### src/ota_pkg.sv
/*
 * Package for the ON-time accumulator: timing, widths, mode encodings.
 * Assumes a single 100 MHz clock domain.
 */
package ota_pkg;
	localparam int          CLK_HZ          = 100_000_000;
	localparam int          SAMPLE_PERIOD_S = 1;
	localparam int          SAMPLE_CYCLES   = CLK_HZ * SAMPLE_PERIOD_S;
	localparam int          TOTAL_W         = 32;
	localparam int          NUM_POINTS      = 16;
	localparam int          PT_W            = 4;
	localparam int          MODE_W          = 1;
	localparam logic [31:0] TOTAL_MAX       = 32'hFFFFFFFF;
	localparam logic [31:0] TOTAL_RESET     = 32'h00000000;
	localparam logic [31:0] THRESH_OFF      = 32'h00000000;

	typedef enum logic [0:0] {
		OTA_MODE_COUNT = 1'h0,
		OTA_MODE_TIME  = 1'h1
	} ota_mode_t;
endpackage : ota_pkg

### src/ota_accum.sv
/*
 * ON-time accumulator / operation counter for every monitored I/O point.
 * Assumes point levels arrive asynchronously from pins; config strobes come
 * from same-clock logic; non-volatile backing storage mirrors the totals array.
 */
// Overview of operation
// - Keep a separate ON-time total per point, retained in storage
// - Totals are unsigned 32-bit seconds or operation counts, zero to all ones
// - Sample points about every second; add one per ON sample
// - Each point runs time accumulation or edge counting, never both
// - Changing a point's mode clears its collected value
// - No counting while I/O power is absent; totals change only on a clear request or a mode change
// - Mode and alarm threshold are settable per point
// - Zero threshold disables the comparison for that point
// - Clear request zeroes only the addressed point's total
// - Every point's value is readable by address
`timescale 1ns/1ps
module ota_accum
#(
	parameter int NPTS       = ota_pkg::NUM_POINTS,
	parameter int TICK_CYCLES = ota_pkg::SAMPLE_CYCLES
) (
	input  wire logic                       mclk,
	input  wire logic                       rst_n,
	input  wire logic [NPTS-1:0]            point_in,
	input  wire logic                       io_power_ok,
	input  wire logic                       cfg_wr,
	input  wire logic [ota_pkg::PT_W-1:0]   cfg_point,
	input  wire logic                       cfg_mode,
	input  wire logic [31:0]                cfg_threshold,
	input  wire logic                       clear_req,
	input  wire logic [ota_pkg::PT_W-1:0]   clear_point,
	input  wire logic [ota_pkg::PT_W-1:0]   rd_point,
	output logic      [31:0]                present_total,
	output logic      [31:0]                threshold_setting,
	output logic                            rd_mode,
	output logic      [NPTS-1:0]            alarm
);
	import ota_pkg::*;

	function automatic logic [31:0] sat_inc(input logic [31:0] v);
		sat_inc = (v == TOTAL_MAX) ? v : v + 32'h00000001;
	endfunction : sat_inc

	logic [NPTS-1:0] sync1;
	logic [NPTS-1:0] sync2;
	logic [NPTS-1:0] sync3;
	logic [NPTS-1:0] level;
	logic [NPTS-1:0] level_d;
	logic [31:0]     totals [NPTS];
	logic [31:0]     thresh [NPTS];
	logic [NPTS-1:0] mode;
	logic [31:0]     tick_cnt;
	logic            pwr1;
	logic            pwr2;
	logic            pwr3;
	logic            pwr;

	wire tick_wrap = (tick_cnt == 32'(TICK_CYCLES - 1));
	wire tick_en   = tick_wrap && pwr;

	// Three-stage pin synchronisers, change accepted when stages 2 and 3 agree
	always_ff @(posedge mclk) begin
		if (!rst_n) begin
			sync1 <= '0;
			sync2 <= '0;
			sync3 <= '0;
			level <= '0;
			pwr1  <= 1'b0;
			pwr2  <= 1'b0;
			pwr3  <= 1'b0;
			pwr   <= 1'b0;
		end else begin
			sync1 <= point_in;
			sync2 <= sync1;
			sync3 <= sync2;
			level <= (sync2 & sync3) | (level & (sync2 | sync3));
			pwr1  <= io_power_ok;
			pwr2  <= pwr1;
			pwr3  <= pwr2;
			pwr   <= (pwr2 & pwr3) | (pwr & (pwr2 | pwr3));
		end
	end

	// About one-second sample tick
	always_ff @(posedge mclk) begin
		if (!rst_n) begin
			tick_cnt <= '0;
		end else if (tick_wrap) begin
			tick_cnt <= '0;
		end else begin
			tick_cnt <= tick_cnt + 32'h00000001;
		end
	end

	always_ff @(posedge mclk) begin
		if (!rst_n) begin
			level_d <= '0;
		end else if (pwr) begin
			level_d <= level;
		end
	end

	// Per-point accumulation, configuration and clear
	for (genvar i = 0; i < NPTS; i++) begin : g_pt
		wire cfg_hit   = cfg_wr && (cfg_point == PT_W'(i));
		wire mode_chg  = cfg_hit && (cfg_mode != mode[i]);
		wire clr_hit   = clear_req && (clear_point == PT_W'(i));
		wire time_inc  = tick_en && mode[i] && level[i];
		wire count_inc = pwr && !mode[i] && level[i] && !level_d[i];

		always_ff @(posedge mclk) begin
			if (!rst_n) begin
				totals[i] <= TOTAL_RESET;
				thresh[i] <= THRESH_OFF;
				mode[i]   <= OTA_MODE_TIME;
			end else begin
				if (cfg_hit) begin
					thresh[i] <= cfg_threshold;
					mode[i]   <= cfg_mode;
				end
				if (mode_chg || clr_hit) begin
					totals[i] <= TOTAL_RESET;
				end else if (time_inc || count_inc) begin
					totals[i] <= sat_inc(totals[i]);
				end
			end
		end

		// Alarm compare, skipped at zero threshold
		always_ff @(posedge mclk) begin
			if (!rst_n) begin
				alarm[i] <= 1'b0;
			end else begin
				alarm[i] <= (thresh[i] != THRESH_OFF) && (totals[i] >= thresh[i]);
			end
		end

	end

	// Readback
	always_ff @(posedge mclk) begin
		if (!rst_n) begin
			present_total     <= '0;
			threshold_setting <= '0;
			rd_mode           <= 1'b0;
		end else begin
			present_total     <= totals[rd_point];
			threshold_setting <= thresh[rd_point];
			rd_mode           <= mode[rd_point];
		end
	end
endmodule : ota_accum

### config.mk
export PLATFORM = sky130hd
export DESIGN_NAME = ota_accum
export DESIGN_NICKNAME = d
export VERILOG_FILES = /design/src/ota_pkg.sv /design/src/ota_accum.sv
export SDC_FILE = /design/constraint.sdc
export NUM_CORES = 2
export LEC_CHECK = 0
export ABC_AREA = 1
export BUFFER_PORTS_ARGS = -buffer_cell sky130_fd_sc_hd__buf_2
export CAP_MARGIN = 25
export CORE_MARGIN = 2
export CORE_UTILIZATION = 45
export CTS_CLUSTER_SIZE = 40
export DETAILED_ROUTE_END_ITERATION = 6
export GPL_ROUTABILITY_DRIVEN = 1
export PLACE_DENSITY = 0.71
export SYNTH_ARGS = -nofsm -noshare
export SYNTH_HDL_FRONTEND = slang
export SYNTH_SLANG_ARGS = --single-unit
### constraint.sdc
create_clock -name mclk -period 3.35 [get_ports mclk]
set_input_delay 0.67 -clock mclk [delete_from_list [all_inputs] [get_ports mclk]]
set_output_delay 0.67 -clock mclk [all_outputs]
set_load 0.01 [all_outputs]
; Yosys cells after proc, flatten, opt, wreduce, memory -nomap -nowiden
; Memory sizes are Yosys's and may differ from the RTL's. A register that Yosys moved wholly into a read port is not among the register bits.
; Index checks and enable logic that the tools add are counted.
[classes]
addsub = 17
n_lt_le_gt_ge = 17
eq_ne = 63
n_mux = 227
n_bitwise = 57
reduce_logical = 230
[ops]
columns = operator, n
row1 = 32-bit two-way mux, 64
row2 = "32-bit by 1-bit adder with 32-bit output, second input constant", 17
row3 = "32-bit == test, second input constant", 16
row4 = 32-bit >= comparator, 16
row5 = 32-bit nonzero test, 16
row6 = 1-bit two-way mux, 162
row7 = 1-bit logical AND, 145
row8 = "4-bit == test, second input constant", 16
row9 = 1-bit OR, 50
row10 = 1-bit logical NOT, 34
row11 = 16-bit bitwise AND, 2
row12 = "32-bit by 27-bit == test with 1-bit output, second input constant", 1
row13 = "4-bit by 3-bit == test with 1-bit output, second input constant", 8
row14 = 1-bit logical OR, 32
row15 = 16-bit OR, 2
row16 = "4-bit by 2-bit == test with 1-bit output, second input constant", 4
row17 = 1-bit inequality test, 16
row18 = "4-bit by 1-bit == test with 1-bit output, second input constant", 2
row19 = 4-bit logical NOT, 2
row20 = "4-bit by 5-bit less-than comparator with 1-bit output, second input constant", 1
row21 = 1-bit binary-select mux with 4-bit select, 1
row22 = 1-bit bitwise AND, 2
row23 = 2-bit OR reduction, 1
row24 = 1-bit NOT, 1
[word_totals]
reg_bits = 149
ram_bits = 1024
wordCells = 656
n_memories = 2
[memory_table]
columns = memory, depth, word_bits, rd, rd_ports_with_merged_regs, write_ports, line
row1 = thresh, 16, 32, 17, 1, 16, ota_accum.sv:51  ; logic [31:0] thresh [NPTS];
row2 = totals, 16, 32, 17, 1, 16, ota_accum.sv:50  ; logic [31:0] totals [NPTS];

; Depth between registers and ports, before layout
[logic_depth]
depth_word = 10
depth_mapped = 13
mapped_depth_nobuf = 13

; Worst setup path before layout
; Ideal clock, no wire load.
[synth_timing]
path_type = input to register
startpoint = input cfg_mode
endpoint = memory totals[14][0] (enable)
setup_ps = 428
t_arrival_ps = 2933
t_required_ps = 2922
slack_ps = -11
cell_stages = 8
path_buffers = 1
path_cell_list = inv_2 buf_2 nor2_1 o21ai_0 nand3_1 nor2_1 nand2_1 o21bai_1
[synth_lines]
columns = item, line
row1 = "start, declared", ota_accum.sv:29  ; input wire logic cfg_mode,
row2 = "end, declared", ota_accum.sv:50

==> results summary <==
The number of flops mapped to enable cells by yosys came out at 1024. The setup skew after layout is roughly 0.037 ns. The number of nets in the synthesized netlist is roughly 11000. The critical path class is register to register. After clock tree synthesis, the clock-pin slew on the worst setup and hold paths is 0.06 ns. The maximum number of pins on one net before global-route repair is 83. Total power for the finished layout comes to 40700 uW. In this run, post-CTS hold repair placed 10 buffers.

The clock root buffer master is sky130_fd_sc_hd__clkbuf_16. The first-pass GRT wire length is 504000 um. Once the floorplan was initialized, standard cells occupied between 40% and 50% of the core. The worst hold path was traced through 3 stages.

The cell count of the worst reg-to-reg path is 12. The worst min-delay path class is primary input to register. Leaving out fill and tap cells, the most frequent cells in the layout are sky130_fd_sc_hd__nand2_1 (2114), sky130_fd_sc_hd__nor2_1 (1802), sky130_fd_sc_hd__inv_1 (1344). The remaining design rule violation count is 0. The maximum clock frequency is approximately 340 MHz. The max-cap violation count came out at 0. In this run the tool buffered the top-level ports with roughly 150 buffer cells. The total congestion overflow after global routing is 0. The cell area after layout came out at between 80000 and 90000 um2.

The final RePlAce weighted congestion came out at 1.21. The largest driver fanout on the critical path is 32. In this design, the stage delay of the slowest critical-path cell is 0.40 ns. The count of final max-slew check failures was 0. Dividing the detail-routed wire length by the instance count gives 27.2 um.

The tree built by TritonCTS fans out to 1237 sinks. The via-per-instance ratio is between 5 and 6. The number of clock buffers inserted by TritonCTS is 149. The floorplan row count is 155. The post-synthesis instance total came out at 10575.

Tracing the worst setup path back leads to its startpoint at tick_cnt[0]. The post-route core utilization came out at 50.4%. The critical path runs through a total of 12 cells. The most used flip-flop cell after synthesis is sky130_fd_sc_hd__edfxtp_1. The power density over the cells came out at 452 nW/um2.

The slowest cell on the critical path is sky130_fd_sc_hd__nand2_2. The number of DRC violations after detailed-routing iteration 0 came out at 12114. For this run, the total global-route usage over all layers was measured as 38.6%. Walking the worst path, the cells encountered are ha_1 > nand2_2 > nor2_4 > nand2_2 > nor2_2 > nand2_2 > buf_4 > a21oi_1 > buf_4 > nand2_1 > nand2_1 > buf_12. In this run, post-CTS repair resized a total of 0 instances. The net count reported at finish came out at 11312.

The routed wire length came out at 359000 um. The share of the Yosys chip area taken by registers is 43.4%. The kind of cell adding the most delay to the critical path is simple AND/OR/NAND/NOR gates. The critical path data required time is 3.85 ns. The final clock period utilization by the worst path came out at between 80% and 90%. TritonCTS built the clock tree. The worst setup path is captured at a register.

The worst register-to-register path begins at tick_cnt[0]. The via count of the first global-routing pass is ~71000. In this run the standard cell core region covers 178000 um2. The critical path contains buffers and inverters numbering 3 combined. The total via count after detailed routing is just under 80000.

In this run the most critical hold path is launched from point_in[0]. The average cell area after synthesis came out at 7.63 um2. Compared with the post-synthesis result, the final layout area differs by 11.4%. In this run the number of H-tree levels came out at 4. The floorplan step set the die width to 428 um. The initial antenna violation count was 30. The clock passes through at most 3 buffers.

The register-to-register path setup slack came out at 0.38 ns. The floorplan die height came out at 428 um. The share of cells above drive strength 1 came out at 6.59%. After legalization and detailed placement, the total HPWL measured 272000 um. The I/O pin count came out at between 100 and 150. The post-route minimum period is between 2 and 3 ns. The cell leakage power is roughly 0.038 uW. The post-route antenna net violation count came out at 0. The relative slew slack is between 10% and 20%.

In this design, the critical path's most frequently occurring cell is sky130_fd_sc_hd__nand2_2. The area enclosed by the die boundary is roughly 180000 um2. The unique cell type count in the Yosys netlist is 44. The post-route setup TNS came out at 0 ns.

The category of the worst setup path launch point is a register. The critical path arrival came out at between 3 and 4 ns. The library cell used most frequently in the layout, excluding fill and tap cells, is sky130_fd_sc_hd__nand2_1.

The clock latency of the later-clocked register in the worst-skew pair is 0.84 ns. Setup violations remaining at the end of the flow were counted as 0. The post-placement cell area is between 80000 and 90000 um2. The count of synthesis-stage warnings from yosys came out at 0. The pre-antenna-repair detailed-routing pass consisted of 7 iterations. The synthesized area is 80700 um2. The highest ir drop seen on vdd came out at about 430 uV. After synthesis, the share of flip-flops with an asynchronous set or reset is 0%. After synthesis the netlist holds a flip-flop and latch count of 1237. The worst-margin pin slew came out at 1.26 ns. The run finished with clean final reports.

Once the clock tree was built, the setup fixing pass inserted 0 buffers. Setup repair after global routing left no endpoint under its margin. The final hold violation count was 0.
[area by class of cell]
type,count,area [um2]
fill,17428,88500
multi-input combinational,7583,38900
sequential,1237,35000
inverter,1373,5170
clock buffer,211,4300
tap,2355,2950
timing repair buffer,373,2910
clock inverter,66,656
antenna,13,32.5
[cells in the mapped netlist (53+ instances only)]
| master | instances | area share, % |
|---|---|---|
| sky130_fd_sc_hd__xor2_1 | 180 | 2.0 |
| sky130_fd_sc_hd__clkbuf_1 | 224 | 1.0 |
| sky130_fd_sc_hd__o211ai_1 | 71 | 0.66 |
| sky130_fd_sc_hd__nand2_1 | 2114 | 9.8 |
| sky130_fd_sc_hd__inv_1 | 1368 | 6.4 |
| sky130_fd_sc_hd__buf_2 | 106 | 0.66 |
| sky130_fd_sc_hd__xnor2_1 | 53 | 0.57 |
| sky130_fd_sc_hd__nand4_1 | 232 | 1.8 |
| sky130_fd_sc_hd__nor3_1 | 193 | 1.2 |
| sky130_fd_sc_hd__nor2_1 | 1802 | 8.4 |
| sky130_fd_sc_hd__o21ai_0 | 555 | 3.4 |
| sky130_fd_sc_hd__nand3_1 | 635 | 3.9 |
| sky130_fd_sc_hd__edfxtp_1 | 1024 | 38 |
| sky130_fd_sc_hd__a21oi_1 | 965 | 6.0 |
| sky130_fd_sc_hd__dfxtp_1 | 213 | 5.3 |
| sky130_fd_sc_hd__ha_1 | 529 | 8.2 |
[path summary, 6_finish.rpt]
| kind | endpoint |
|---|---|
| setup / recovery | totals[15][3] |
| setup reg to reg | totals[15][3] |
| hold reg to reg | sync2[13] |
| hold / removal | sync1[0] |
[layer usage]
metal  part of all wire (%)  GRT usage [%]  up-vias
met5                  0.018              0        -
met4                     10           31.4       12
met3                     12           9.31     1114
met2                     41           55.4     5016
met1                     37           49.4    36820
li1                       -              -    35397
[power by group]
group          internal, uW  switching, uW  total [uW]
Clock                  9740           7040       16800
Combinational          1450           4020        5460
Sequential            17400            994       18400
[cell families (layout without fill, tap and decap cells)]
family	Yosys count	after routing	share of synthesized area, %
simple gates	5132	5132	26.5
xor+xnor	233	233	2.53
fa+ha+maj	529	529	8.20
compound gates	1689	1689	11.0
flops	1237	1237	43.4
other cells	0	13	0
buf+inv	1755	2023	8.39
[worst register-to-register path, delay by kind of cell, from the launching register on]
family,cells,cell delay [ns]
and+or+nand+nor,7,1.04
buffers and inverters,3,0.74
DFF,1,0.36
AOI/OAI and AO/OA,1,0.26
adders and majority gates,1,0.22
[metrics by stage]
| step | hold slack, ns | cells | setup WS [ns] |
|---|---|---|---|
| 2_1_floorplan | 0.390 | 10575 | 0.665 |
| 5_1_grt | 0.0353 | 13203 | 0.207 |
| 6_report | 0.0428 | 13211 | 0.384 |
| 3_5_place_dp | 0.400 | 12908 | 0.272 |
| 3_3_place_gp | 0.395 | 12908 | 0.291 |
| 4_1_cts | 0.0000134 | 13195 | 0.411 |
[sequential cells by signal (all words and copies together) (netlist names), 16 cells and up]
| register | cells |
|---|---|
| threshold_setting | 32 |
| sync3 | 16 |
| alarm | 16 |
| mode | 16 |
| level | 16 |
| thresh | 512 |
| sync2 | 16 |
| sync1 | 16 |
| tick_cnt | 32 |
| present_total | 32 |
| totals | 512 |
| level_d | 16 |
(Power assumes the default switching activity.)
